**src/design/swf_regs.svh**
```systemverilog
// Constants of the switch forwarding-policy block
`ifndef SWF_REGS_SVH
`define SWF_REGS_SVH
// Static address entry field positions
`define SWF_SA_FID_MSB   57
`define SWF_SA_FID_LSB   54
`define SWF_SA_KEY_BY_FILTER_GROUP   53
`define SWF_SA_OVR       52
`define SWF_SA_VALID     51
`define SWF_SA_PORT_MSB  50
`define SWF_SA_PORT_LSB  48
`define SWF_SA_MAC_MSB   47
// VLAN entry field positions
`define SWF_VL_VALID     19
`define SWF_VL_MEM_MSB   18
`define SWF_VL_MEM_LSB   16
`define SWF_VL_FID_MSB   15
`define SWF_VL_FID_LSB   12
`define SWF_VL_VID_MSB   11
// Reset values
`define SWF_SA_RESET     58'h0
`define SWF_VL_RESET     20'hf0001
// Table sizes
`define SWF_N_STATIC     8
`define SWF_N_VLAN       16
// Frame classification
`define SWF_IPV4         4'h4
`define SWF_PROTO_IGMP   8'h02
`define SWF_BCAST_DA     48'hffffffffffff
`define SWF_MCAST_BIT    40
`define SWF_HOST_MAP     3'h4
`define SWF_ALL_MAP      3'h7
`define SWF_NONE_MAP     3'h0
// Rate settings
`define SWF_STEP_KBPS    32'd64
`define SWF_FINE_CODES   7'h0f
`define SWF_MBPS_KBPS    32'd1000
`define SWF_10BT_KBPS    32'd10000
`define SWF_10BT_MAX_CODE 7'd25
`define SWF_BITS_BYTE    32'd8
`define SWF_IFG_BYTES    20'h0000c
`define SWF_PRE_BYTES    20'h00008
// Rate window
`define SWF_WINDOW_NS    1000000
`define SWF_CLK_NS       10
`endif

```
**src/design/swf_pkg.sv**
```systemverilog
// Types of the switch forwarding-policy block
package swf_pkg;
    typedef enum logic [1:0] {
        SWF_TBL_STATIC = 2'h1,
        SWF_TBL_VLAN   = 2'h2
    } swf_tbl_e;

    typedef struct packed {
        logic [1:0]  ingress;     // 0..2 = port 1..3
        logic [47:0] da;
        logic [11:0] vid;
        logic        is_ip;       // Ethernet IP or SNAP IP
        logic [3:0]  ip_ver;
        logic [7:0]  ip_proto;
        logic        err;
        logic [10:0] len;         // DA through FCS
    } swf_frm_s;

    typedef struct packed {
        logic [2:0]      tx_en;
        logic [2:0]      rx_en;
        logic [2:0]      rx_sniff;
        logic [2:0]      tx_sniff;
        logic [1:0]      sniffer;
        logic            mirror_both;
        logic            mirror_bad;
        logic            vlan_mode;
        logic            uu_drop;
        logic [2:0]      is_10bt;
        logic            cnt_ifg;
        logic            cnt_pre;
        logic            ing_all;
        logic [2:0]      ing_sel;    // mc, bc, flooded unicast
        logic [2:0][6:0] ing_rate;
        logic [2:0][6:0] eg_rate;
        logic            lb_far;
        logic            lb_far_origin; // 0 = PHY 1, 1 = PHY 2
        logic [1:0]      lb_near;
    } swf_cfg_s;

    typedef struct packed {
        logic        valid;
        logic [1:0]  port;
        logic [1:0]  prio;
        logic [10:0] len;
    } swf_txd_s;
endpackage

```
**src/design/swf_forward.sv**
```systemverilog
// Forwarding decision, mirroring, rate limiting and loopback control
`include "swf_regs.svh"
module swf_forward #(
    parameter int WINDOW_CYCLES = `SWF_WINDOW_NS / `SWF_CLK_NS
) (
    input  wire logic              clk_i,
    input  wire logic              srst_i,
    input  wire logic              frm_valid_i,
    input  wire swf_pkg::swf_frm_s frm_i,
    input  wire logic              dyn_hit_i,
    input  wire logic [1:0]        dyn_port_i,
    input  wire swf_pkg::swf_cfg_s cfg_i,
    input  wire swf_pkg::swf_txd_s tx_done_i,
    input  wire logic              tbl_wr_i,
    input  wire logic              tbl_rd_i,
    input  wire swf_pkg::swf_tbl_e tbl_sel_i,
    input  wire logic [3:0]        tbl_addr_i,
    input  wire logic [57:0]       tbl_wdata_i,
    output logic [57:0]            tbl_rdata_o,
    output logic                   fwd_valid_o,
    output logic [2:0]             fwd_map_o,
    output logic                   drop_o,
    output logic                   learn_o,
    output logic [3:0]             learn_fid_o,
    output logic [2:0][3:0]        tx_permit_o,
    output logic [1:0]             pma_loop_o,
    output logic                   far_route_o
);
    localparam int N_Q = 12;

    logic [57:0]      static_reg [`SWF_N_STATIC];
    logic [19:0]      vlan_reg   [`SWF_N_VLAN];
    logic [31:0]      win_cnt_reg;
    logic             win_tick;
    logic [2:0][19:0] ing_cnt_reg;
    logic [19:0]      bkt_reg [N_Q];

    // Port number to one-hot map
    function automatic logic [2:0] port_bit(input logic [1:0] p);
        port_bit = 3'h1 << p;
    endfunction

    // Bytes allowed per window; zero means unlimited
    function automatic logic [19:0] rate_bytes(input logic [6:0] code, input logic is10);
        logic [31:0] kbps;
        kbps = 32'h0;
        if (code <= `SWF_FINE_CODES) begin
            kbps = {25'h0, code} * `SWF_STEP_KBPS;
        end else begin
            kbps = {25'h0, code - `SWF_FINE_CODES} * `SWF_MBPS_KBPS;
        end
        if (is10 && kbps > `SWF_10BT_KBPS) begin
            kbps = 32'h0;
        end
        rate_bytes = 20'(kbps / `SWF_BITS_BYTE);
    endfunction

    // Counted frame size
    function automatic logic [19:0] frame_bytes(input logic [10:0] len, input logic ifg, input logic pre);
        frame_bytes = {9'h0, len} + (ifg ? `SWF_IFG_BYTES : 20'h0)
                    + (pre ? `SWF_PRE_BYTES : 20'h0);
    endfunction

    // Table access from the management side; only it edits entries
    always_ff @(posedge clk_i) begin
        if (srst_i) begin
            for (int i = 0; i < `SWF_N_STATIC; i++) begin
                static_reg[i] <= `SWF_SA_RESET;
            end
            for (int i = 0; i < `SWF_N_VLAN; i++) begin
                vlan_reg[i] <= `SWF_VL_RESET;
            end
        end else if (tbl_wr_i) begin
            if (tbl_sel_i == swf_pkg::SWF_TBL_STATIC) begin
                static_reg[tbl_addr_i[2:0]] <= tbl_wdata_i;
            end else begin
                vlan_reg[tbl_addr_i] <= tbl_wdata_i[`SWF_VL_VALID:0];
            end
        end
    end

    always_ff @(posedge clk_i) begin
        if (srst_i) begin
            tbl_rdata_o <= 58'h0;
        end else if (tbl_rd_i) begin
            tbl_rdata_o <= (tbl_sel_i == swf_pkg::SWF_TBL_STATIC) ? static_reg[tbl_addr_i[2:0]]
                                                                  : {38'h0, vlan_reg[tbl_addr_i]};
        end
    end

    // Rate window
    always_ff @(posedge clk_i) begin
        if (srst_i || win_tick) begin
            win_cnt_reg <= 32'h0;
        end else begin
            win_cnt_reg <= win_cnt_reg + 32'h1;
        end
    end
    assign win_tick = (win_cnt_reg == 32'(WINDOW_CYCLES - 1));

    // Lookup and policy
    logic        vlan_hit;
    logic [2:0]  vlan_mem;
    logic [3:0]  filter_group_id;
    logic        st_hit;
    logic [57:0] st_ent;
    logic        is_bcast;
    logic        is_mcast;
    logic        is_igmp;
    logic        uu_miss;
    logic        counted;
    logic [19:0] ing_lim;
    logic [19:0] fbytes;
    logic        rate_drop;
    logic [2:0]  base_map;
    logic [2:0]  map_next;
    logic        drop_next;
    logic        mirror;
    logic [2:0]  ing_bit;

    always_comb begin
        vlan_hit = 1'b0;
        vlan_mem = `SWF_ALL_MAP;
        filter_group_id      = 4'h0;
        if (cfg_i.vlan_mode) begin
            for (int i = 0; i < `SWF_N_VLAN; i++) begin
                if (!vlan_hit && vlan_reg[i][`SWF_VL_VALID]
                    && vlan_reg[i][`SWF_VL_VID_MSB:0] == frm_i.vid) begin
                    vlan_hit = 1'b1;
                    vlan_mem = vlan_reg[i][`SWF_VL_MEM_MSB:`SWF_VL_MEM_LSB];
                    filter_group_id      = vlan_reg[i][`SWF_VL_FID_MSB:`SWF_VL_FID_LSB];
                end
            end
        end
        st_hit = 1'b0;
        st_ent = 58'h0;
        for (int i = 0; i < `SWF_N_STATIC; i++) begin
            if (!st_hit && static_reg[i][`SWF_SA_VALID]
                && static_reg[i][`SWF_SA_MAC_MSB:0] == frm_i.da
                && (!static_reg[i][`SWF_SA_KEY_BY_FILTER_GROUP]
                    || static_reg[i][`SWF_SA_FID_MSB:`SWF_SA_FID_LSB] == filter_group_id)) begin
                st_hit = 1'b1;
                st_ent = static_reg[i];
            end
        end
    end

    always_comb begin
        ing_bit  = port_bit(frm_i.ingress);
        is_bcast = (frm_i.da == `SWF_BCAST_DA);
        is_mcast = frm_i.da[`SWF_MCAST_BIT] && !is_bcast;
        is_igmp  = frm_i.is_ip && frm_i.ip_ver == `SWF_IPV4 && frm_i.ip_proto == `SWF_PROTO_IGMP;
        uu_miss  = !st_hit && !dyn_hit_i && !frm_i.da[`SWF_MCAST_BIT];
        // Static result beats dynamic; dynamic covers DA only, SA goes out via learn
        if (is_igmp) begin
            base_map = `SWF_HOST_MAP;
        end else if (st_hit) begin
            base_map = (st_ent[`SWF_SA_PORT_MSB:`SWF_SA_PORT_LSB] == `SWF_ALL_MAP)
                     ? (`SWF_ALL_MAP & ~ing_bit)
                     : st_ent[`SWF_SA_PORT_MSB:`SWF_SA_PORT_LSB];
        end else if (dyn_hit_i) begin
            base_map = port_bit(dyn_port_i);
        end else if (uu_miss && cfg_i.uu_drop) begin
            base_map = `SWF_NONE_MAP;
        end else begin
            base_map = vlan_mem & ~ing_bit;
        end
        // Override bypasses the port enables
        if (!(st_hit && st_ent[`SWF_SA_OVR]) && !is_igmp) begin
            base_map = base_map & cfg_i.tx_en;
        end
        // Ingress categories and limit
        counted  = cfg_i.ing_all || (cfg_i.ing_sel[0] && is_mcast)
                || (cfg_i.ing_sel[1] && is_bcast) || (cfg_i.ing_sel[2] && uu_miss);
        ing_lim  = rate_bytes(cfg_i.ing_rate[frm_i.ingress], cfg_i.is_10bt[frm_i.ingress]);
        fbytes   = frame_bytes(frm_i.len, cfg_i.cnt_ifg, cfg_i.cnt_pre);
        rate_drop = counted && ing_lim != 20'h0
                 && (ing_cnt_reg[frm_i.ingress] + fbytes) > ing_lim;
        drop_next = rate_drop || frm_i.err
                 || (cfg_i.vlan_mode && !vlan_hit)
                 || (!cfg_i.rx_en[frm_i.ingress] && !(st_hit && st_ent[`SWF_SA_OVR]));
        if (drop_next) begin
            base_map = `SWF_NONE_MAP;
        end
        // Mirroring; several sniffed ports allowed, any sniffer port
        if (cfg_i.mirror_both) begin
            mirror = cfg_i.rx_sniff[frm_i.ingress] && |(base_map & cfg_i.tx_sniff);
        end else begin
            mirror = (cfg_i.rx_sniff[frm_i.ingress] && (!drop_next || (frm_i.err && cfg_i.mirror_bad)))
                  || |(base_map & cfg_i.tx_sniff);
        end
        map_next = base_map | (mirror ? port_bit(cfg_i.sniffer) : `SWF_NONE_MAP);
        // Far-end loopback sends traffic of the origin PHY to the wrapping PHY
        if (cfg_i.lb_far && frm_i.ingress == {1'b0, cfg_i.lb_far_origin}) begin
            map_next = port_bit({1'b0, ~cfg_i.lb_far_origin});
        end
    end

    // Ingress byte counters
    generate
        for (genvar p = 0; p < 3; p++) begin : g_ing
            always_ff @(posedge clk_i) begin
                if (srst_i || win_tick) begin
                    ing_cnt_reg[p] <= 20'h0;
                end else if (frm_valid_i && frm_i.ingress == 2'(p) && counted && !drop_next) begin
                    ing_cnt_reg[p] <= ing_cnt_reg[p] + fbytes;
                end
            end
        end
    endgenerate

    // Egress leaky buckets, one per port and priority
    generate
        for (genvar q = 0; q < N_Q; q++) begin : g_eg
            localparam logic [1:0] QP = 2'(q / 4);
            localparam logic [1:0] QR = 2'(q % 4);
            logic [19:0] lim;
            logic [19:0] lvl;
            assign lim = rate_bytes(cfg_i.eg_rate[QP], cfg_i.is_10bt[QP]);
            always_comb begin
                lvl = bkt_reg[q];
                if (win_tick) begin
                    lvl = (lvl > lim) ? lvl - lim : 20'h0;
                end
            end
            always_ff @(posedge clk_i) begin
                if (srst_i) begin
                    bkt_reg[q] <= 20'h0;
                end else if (tx_done_i.valid && tx_done_i.port == QP && tx_done_i.prio == QR) begin
                    bkt_reg[q] <= lvl + frame_bytes(tx_done_i.len, cfg_i.cnt_ifg, cfg_i.cnt_pre);
                end else begin
                    bkt_reg[q] <= lvl;
                end
            end
            // Holding permit low stretches the gap until the bucket level falls below the limit
            always_ff @(posedge clk_i) begin
                if (srst_i) begin
                    tx_permit_o[QP][QR] <= 1'b1;
                end else begin
                    tx_permit_o[QP][QR] <= (lim == 20'h0) || (lvl < lim);
                end
            end
        end
    endgenerate

    // Decision outputs, one cycle after the frame
    always_ff @(posedge clk_i) begin
        if (srst_i) begin
            fwd_valid_o <= 1'b0;
            fwd_map_o   <= `SWF_NONE_MAP;
            drop_o      <= 1'b0;
            learn_o     <= 1'b0;
            learn_fid_o <= 4'h0;
        end else begin
            fwd_valid_o <= frm_valid_i;
            fwd_map_o   <= frm_valid_i ? map_next : `SWF_NONE_MAP;
            drop_o      <= frm_valid_i && map_next == `SWF_NONE_MAP;
            learn_o     <= frm_valid_i && !frm_i.err && !(cfg_i.vlan_mode && !vlan_hit);
            learn_fid_o <= filter_group_id;
        end
    end

    // Loopback controls; speed forcing is left to software
    always_ff @(posedge clk_i) begin
        if (srst_i) begin
            pma_loop_o  <= 2'h0;
            far_route_o <= 1'b0;
        end else begin
            pma_loop_o  <= cfg_i.lb_near
                         | (cfg_i.lb_far ? {~cfg_i.lb_far_origin, cfg_i.lb_far_origin} : 2'h0);
            far_route_o <= cfg_i.lb_far;
        end
    end

    chk_igmp_host: assert property (@(posedge clk_i) disable iff (srst_i)
        frm_valid_i && is_igmp && !drop_next && !cfg_i.lb_far && cfg_i.rx_sniff == 3'h0
        && cfg_i.tx_sniff == 3'h0 |=> fwd_map_o == `SWF_HOST_MAP)
        else $error("IGMP frame not trapped to host port");
    chk_static_ports: assert property (@(posedge clk_i) disable iff (srst_i)
        frm_valid_i && st_hit && !is_igmp && !drop_next && !cfg_i.lb_far && st_ent[`SWF_SA_OVR]
        && cfg_i.rx_sniff == 3'h0 && cfg_i.tx_sniff == 3'h0
        |=> fwd_map_o == $past(base_map)
        && (fwd_map_o & ~$past(st_ent[`SWF_SA_PORT_MSB:`SWF_SA_PORT_LSB])) == 3'h0)
        else $error("Static entry ports not honoured");
    chk_rx_mirror: assert property (@(posedge clk_i) disable iff (srst_i)
        frm_valid_i && !cfg_i.mirror_both && !cfg_i.lb_far && cfg_i.rx_sniff[frm_i.ingress] && !drop_next
        |=> fwd_map_o[$past(cfg_i.sniffer)])
        else $error("Receive mirror copy missing");
    chk_both_mode: assert property (@(posedge clk_i) disable iff (srst_i)
        frm_valid_i && cfg_i.mirror_both && !cfg_i.rx_sniff[frm_i.ingress] && !cfg_i.lb_far
        |=> fwd_map_o == $past(base_map))
        else $error("Combined mirror without receive match");
    chk_uu_drop: assert property (@(posedge clk_i) disable iff (srst_i)
        frm_valid_i && uu_miss && cfg_i.uu_drop && !is_igmp && !cfg_i.lb_far && cfg_i.rx_sniff == 3'h0
        |=> drop_o && fwd_map_o == `SWF_NONE_MAP)
        else $error("Unknown unicast not dropped");
    chk_ingress_count: assert property (@(posedge clk_i) disable iff (srst_i)
        frm_valid_i && rate_drop |=> drop_o || $past(cfg_i.lb_far) || $past(cfg_i.rx_sniff) != 3'h0)
        else $error("Over-rate frame not dropped");
    chk_ten_unlimited: assert property (@(posedge clk_i) disable iff (srst_i)
        cfg_i.is_10bt[0] && cfg_i.eg_rate[0] > `SWF_10BT_MAX_CODE |=> ##1 tx_permit_o[0] == 4'hf)
        else $error("10BASE-T high rate still limited");
    chk_near_loop: assert property (@(posedge clk_i) disable iff (srst_i)
        cfg_i.lb_near[0] |=> pma_loop_o[0])
        else $error("Near-end loopback not applied");
    chk_no_ingress_back: assert property (@(posedge clk_i) disable iff (srst_i)
        frm_valid_i && st_hit && st_ent[`SWF_SA_PORT_MSB:`SWF_SA_PORT_LSB] == `SWF_ALL_MAP && !is_igmp
        && !cfg_i.lb_far && cfg_i.rx_sniff == 3'h0 && cfg_i.tx_sniff == 3'h0
        |=> (fwd_map_o & port_bit($past(frm_i.ingress))) == 3'h0)
        else $error("Flood entry returned frame to ingress");
    // Loopback path must bypass the lookup result entirely
    chk_far_wrap: assert property (@(posedge clk_i) disable iff (srst_i)
        frm_valid_i && cfg_i.lb_far && frm_i.ingress == {1'b0, cfg_i.lb_far_origin}
        |=> fwd_map_o == port_bit({1'b0, ~$past(cfg_i.lb_far_origin)}))
        else $error("Far-end loopback frame not sent to wrapping port");

    cov_igmp: cover property (@(posedge clk_i) frm_valid_i && is_igmp);
    cov_mirror_both: cover property (@(posedge clk_i) frm_valid_i && cfg_i.mirror_both && mirror);
    cov_rate_drop: cover property (@(posedge clk_i) frm_valid_i && rate_drop);
    cov_override: cover property (@(posedge clk_i) frm_valid_i && st_hit && st_ent[`SWF_SA_OVR]);
    cov_far_loop: cover property (@(posedge clk_i) frm_valid_i && cfg_i.lb_far);
endmodule // swf_forward

```
**config.mk**
```make
export PLATFORM = sky130hd
export DESIGN_NAME = swf_forward
export DESIGN_NICKNAME = d
export VERILOG_FILES = /design/src/design/swf_pkg.sv /design/src/design/swf_forward.sv
export VERILOG_INCLUDE_DIRS = /design/src /design/src/design
export SDC_FILE = /design/constraint.sdc
export NUM_CORES = 2
export LEC_CHECK = 0
export BUFFER_PORTS_ARGS = -buffer_cell sky130_fd_sc_hd__buf_2
export CORE_MARGIN = 2
export CORE_UTILIZATION = 25
export CTS_CLUSTER_SIZE = 16
export DETAILED_ROUTE_END_ITERATION = 10
export RECOVER_POWER = 100
export SYNTH_ARGS = -nofsm -noshare
export SYNTH_HDL_FRONTEND = slang
export SYNTH_SLANG_ARGS = --single-unit
```
**constraint.sdc**
```tcl
create_clock -name clk_i -period 21.6 [get_ports clk_i]
set_input_delay 4.32 -clock clk_i [delete_from_list [all_inputs] [get_ports clk_i]]
set_output_delay 4.32 -clock clk_i [all_outputs]
set_load 0.01 [all_outputs]
```
## Word level (Yosys, flattened, before mapping)

Memory sizes are Yosys's and may differ from the RTL's.
Index checks and enable logic that the tools add are counted.

| storage, ports and cells | value |
|---|---|
| register bits | 175 |
| bits in writable memories | 1024 |
| output and inout bits | 83 |
| word-level logic and storage cells | 620 |
| memories kept | 3 |

Memory list:

| name | words | width | read ports | clocked after memory_dff | write ports | line | text |
|---|---|---|---|---|---|---|---|
| static_reg | 8 | 58 | 9 | 0 | 8 | swf_forward.sv:31 | `` logic [57:0] static_reg [`SWF_N_STATIC]; `` |
| vlan_reg | 16 | 20 | 17 | 0 | 16 | swf_forward.sv:32 | `` logic [19:0] vlan_reg [`SWF_N_VLAN]; `` |
| bkt_reg | 12 | 20 | 12 | 0 | 12 | swf_forward.sv:36 | `logic [19:0] bkt_reg [N_Q];` |

| operators by class | value |
|---|---|
| $add $sub $neg | 37 |
| multipliers | 4 |
| $lt $le $gt $ge | 34 |
| equal/unequal tests | 46 |
| shifts and indexed selects | 4 |
| muxes and demuxes | 250 |
| bitwise operators | 32 |
| reductions and logical operators | 186 |

Operator list:

| cell | number |
|---|---|
| 20-bit two-way mux | 50 |
| 53-bit two-way mux | 8 |
| 48-bit equality test | 8 |
| 20-bit adder | 18 |
| 20-bit > comparator | 13 |
| 20-bit < comparator | 12 |
| 20-bit subtractor | 12 |
| 12-bit equality test | 16 |
| 32-bit by 14-bit > comparator with 1-bit output (second input constant) | 4 |
| 1-bit two-way mux | 128 |
| 58-bit two-way mux | 2 |
| 1-bit logical AND | 104 |
| 23-bit two-way mux | 4 |
| 3-bit two-way mux | 27 |
| 4-bit two-way mux | 20 |
| 17-bit two-way mux | 4 |
| 20-bit zero test | 3 |
| 58-bit OR reduction | 1 |
| 7-bit by 7-bit multiplier with 14-bit output (second input constant) | 4 |
| 48-bit equality test (second input constant) | 1 |
| 1-bit zero test | 41 |
| 20-bit binary-select mux with 2-bit select | 1 |
| 32-bit by 1-bit adder with 32-bit output (second input constant) | 1 |
| 32-bit by 17-bit equality test with 1-bit output (second input constant) | 1 |
| 31 further kinds | 110 |

## Depth between registers and ports, before layout

An unclocked memory read counts as a cell.

| depth | value |
|---|---|
| depth after elaboration | 139 |
| mapped depth | 67 |
| mapped depth without buffers | 64 |

## Least setup slack after synthesis

OpenSTA, ideal clock, no wires.

| path | value |
|---|---|
| path type | input to register |
| from | in cfg_i[18] in the netlist's numbering |
| to | mem bkt_reg[11][17] (netlist: bkt_reg[2][77]) (data pin) |
| library setup time | 0.266 ns |
| arrival | 15.558 ns |
| data required time | 21.334 ns |
| setup slack | 5.776 ns |
| stages | 60 |
| path buffers | 2 |
| cell sequence | clkbuf_1 > inv_1 > ha_1 > xor2_1 > xor2_1 > fa_1 > inv_1 > fa_1 > inv_1 > fa_1 > ha_1 > o21ai_0 > nand2b_1 > a21o_1 > a21o_1 > a21oi_1 > o21bai_1 > a21o_1 > (+24 left out) > ha_1 > a21o_1 > a21o_1 > a21o_1 > a21oi_1 > o21bai_1 > a21oi_1 > o21bai_1 > a21oi_1 > o21bai_1 > a21oi_1 > nor2b_1 > o21a_1 > o21a_1 > nand3_1 > nor3_1 > xor2_1 > nor2_1 |

RTL lines:

| element | line | text |
|---|---|---|
| from (decl) | swf_forward.sv:12 | `input wire swf_pkg::swf_cfg_s cfg_i,` |
| to (decl) | swf_forward.sv:36 |  |

## Final worst setup path

| path | value |
|---|---|
| from | in frm_i[85] in the netlist's numbering |
| to | reg ing_cnt_reg[39] in the netlist's numbering |

| on the way | value |
|---|---|
| word-level cells in the longest chain between the ends | 16 |
| elaborated cells between the ends (all ways) | 30 |

RTL lines:

| element | line | text |
|---|---|---|
| from (decl) | swf_forward.sv:9 | `input wire swf_pkg::swf_frm_s frm_i,` |
| parallel branches: the longest is 15 deep, another holds 32-bit by 14-bit > comparator with 1-bit output | n/a |  |
| 1-bit logical AND (*) | swf_forward.sv:205 | `end else if (frm_valid_i && frm_i.ingress == 2'(p) && counted && !drop_next) begin` |
| to (signal, indexed assignment) | swf_forward.sv:206 | `ing_cnt_reg[p] <= ing_cnt_reg[p] + fbytes;` |
| to (decl) | swf_forward.sv:35 | `logic [2:0][19:0] ing_cnt_reg;` |

Every way passes the cells marked *. The select of a mux whose other input is x is not followed.
A chain may end at the register's enable or synchronous reset.

==> impl_metrics.env <==
export IMPL_status="finished with violations"
export IMPL_violations="max-capacitance violations, max-slew violations"
export IMPL_fin_crit_ns=18.23
export IMPL_wl_per_cell_um=22.7
export IMPL_totalPowerFinal_mw=11.1
export IMPL_grt_busiest_layer="met2"
export IMPL_worstReg2RegEnd="ing_cnt_reg[39]"
export IMPL_tns_ns=0
export IMPL_finalWorstSetupSlack_ns=3.37
export IMPL_ys_flop_type="edfxtp_1"
export IMPL_start_util=0.251
export IMPL_hp_start="ing_cnt_reg[19]"
export IMPL_worstSetupStartpointType="input port"
export IMPL_hold_violations=0
export IMPL_gr_usage_met2=0.291
export IMPL_cpMaxStageDelayCell="nor3b_1"
export IMPL_fin_crit_sh=0.844
export IMPL_skew_ns=0.110
export IMPL_min_path_cells=2
export IMPL_cp_slowest_stage_delay_ns=2.22
export IMPL_grt_pass1_vias=69985
export IMPL_reg2reg_depth=20
export IMPL_clk_latency_ns=0.89
export IMPL_holdBufCountCts=0
export IMPL_synthArstFlopShare=0
export IMPL_avgSynthCellArea_sq_um=10.1
export IMPL_numCtsBuffers=156
export IMPL_ys_seq_elements=1199
export IMPL_synth_edf_count=1024
export IMPL_maxCapViolCount=55
export IMPL_num_fill_cells=38041
export IMPL_rows=222
export IMPL_rsz0062_at_grt="false"
export IMPL_critPathArrivalTime_ns=18.92
export IMPL_die_w_um=609
export IMPL_ys_seq_area_frac=0.375
export IMPL_setup_viol=0
export IMPL_die_area_sq_um=370000
export IMPL_syn_inst=9044
export IMPL_first_iter_violations=7151
export IMPL_r2r_start="vlan_reg[9][11]"
export IMPL_synth_cell_types=105
export IMPL_relSlewSlack=-2.52
export IMPL_syn_area_sq_um=91400
export IMPL_min_to="ing_cnt_reg[19]"
export IMPL_nets=10507
export IMPL_portBuffers=330
export IMPL_mostFrequentLayoutCell="edfxtp_1"
export IMPL_mostFrequentLayoutCells="edfxtp_1, ha_1, xnor2_1, nor2_1, nand2_1"
export IMPL_grt_pass1_wl_um=475000
export IMPL_hp_class="flop to flop"
export IMPL_clkTransAtPathRegs_ns=0.05
export IMPL_p_per_area_nw_per_um2=107
export IMPL_fin_util=0.286
export IMPL_max_freq_mhz=54.8
export IMPL_use_met3=0.0360
export IMPL_ioPinCount=331
export IMPL_grt_usage=0.171
export IMPL_worstSetupEndpointType="flop"
export IMPL_vias_per_cell=5.01
export IMPL_htree_levels=4
export IMPL_drive_above_1_share=0.0951
export IMPL_wl_um=327000
export IMPL_antenna_found_initial=88
export IMPL_cts_root_buf="clkbuf_16"
export IMPL_cts_resized=0
export IMPL_cp_max_fo=38
export IMPL_static_leakage_power_nw=39.2
export IMPL_post_cts_buffers=0
export IMPL_stdcell_count=14431
export IMPL_largest_reg_flops=464
export IMPL_cts_path_max_buffers=4
export IMPL_tightest_slew_ns=5.28
export IMPL_ant_nets=0
export IMPL_clkSinkCount=1199
export IMPL_grtUsageMet1=0.210
export IMPL_die_h_um=609
export IMPL_coreArea_sq_um=365000
export IMPL_ir_drop_mv=0.124
export IMPL_cts_tree="built"
export IMPL_place_congestion=1.02
export IMPL_finalMaxSlewViolations=1798
export IMPL_hpwl_um=242000
export IMPL_criticalPathCategory="input port to flop"
export IMPL_synth_warnings=0
export IMPL_area_delta_synth_final_pct=14.0
export IMPL_dr_pass1_iters=8
export IMPL_overflow=0
export IMPL_grt_max_degree=96
export IMPL_pre_cts_ws_ns=4.21
export IMPL_drcViolationCount=0
export IMPL_dr_total_vias=72346
export IMPL_dp_cells=14129
export IMPL_r2r_slack_ns=11.51
export IMPL_cp_required_ns=22.29
==> power by group <==
group / internal (mW) / switching (mW)
logic: 2.27 / 3.43
registers: 2.66 / 0.106
clock network: 1.56 / 1.12
total: 6.49 / 4.65
==> cell type report <==
type	instances	area (sq um)	area share
Clock buffer	224	4460	0.0428
Timing Repair Buffer	464	2400	0.0230
Clock inverter	61	633	0.00608
Sequential cell	1199	34300	0.329
Multi-Input combinational cell	7141	54500	0.523
Tap cell	4816	6030	0.0578
Inverter	509	1910	0.0183
Antenna cell	17	42.5	0.000408
==> synth_stat cells (all sizes together), types with 175 or more instances <==
| cell type | number | area share |
|---|---|---|
| clkbuf | 380 | 0.016 |
| nand4 | 200 | 0.014 |
| ha | 689 | 0.094 |
| mux4 | 216 | 0.053 |
| inv | 509 | 0.021 |
| xnor2 | 653 | 0.063 |
| nor2 | 625 | 0.026 |
| a21oi | 436 | 0.024 |
| o21ai | 308 | 0.017 |
| xor2 | 380 | 0.036 |
| nand2 | 544 | 0.022 |
| edfxtp | 1024 | 0.34 |
| and2 | 731 | 0.050 |
| dfxtp | 175 | 0.038 |
==> worst max path at each step <==
stage	startpoint	end	slack [ns]	cells after the start
CTS	cfg_i[18]	bkt_reg[2][58]	5.06	60
finish	frm_i[85]	ing_cnt_reg[39]	3.37	46
global route	frm_i[85]	ing_cnt_reg[37]	1.90	46
floorplan	cfg_i[18]	bkt_reg[2][77]	5.78	60
global placement	cfg_i[4]	bkt_reg[0][19]	4.28	64
detailed placement	cfg_i[18]	bkt_reg[2][58]	4.21	60
==> stage by stage <==
step           hold slack [ns]  area, sq um
2_1_floorplan            0.457        92300
3_3_place_gp             0.469        99500
3_5_place_dp             0.479        99500
4_1_cts                  0.489       105000
5_1_grt                  0.503       104000
6_report                 0.483       104000
==> logic make-up after synthesis <==
logic type / synth area share
buffers and inverters: 0.0410
adders and majority gates: 0.116
other: 0.0000822
and+or+nand+nor: 0.173
muxes: 0.0737
DFF: 0.375
AOI/OAI and AO/OA: 0.123
xor gates and xnor gates: 0.0990
==> routing by layer <==
metal / vias up / share of wire
met5: - / 0.00079
met4: 42 / 0.047
met3: 754 / 0.088
met2: 3098 / 0.47
met1: 34941 / 0.39
li1: 33511 / -
==> worst max-delay path, delay by kind of cell <==
family	cells	cell delay (ns)
AND/OR/NAND/NOR	14	4.91
adder cells (fa/ha/maj)	6	2.57
buffers and inverters	7	2.17
XOR/XNOR	3	0.61
AO/OA/AOI/OAI	16	4.28
Note: power is estimated with default switching activity, not from simulation.
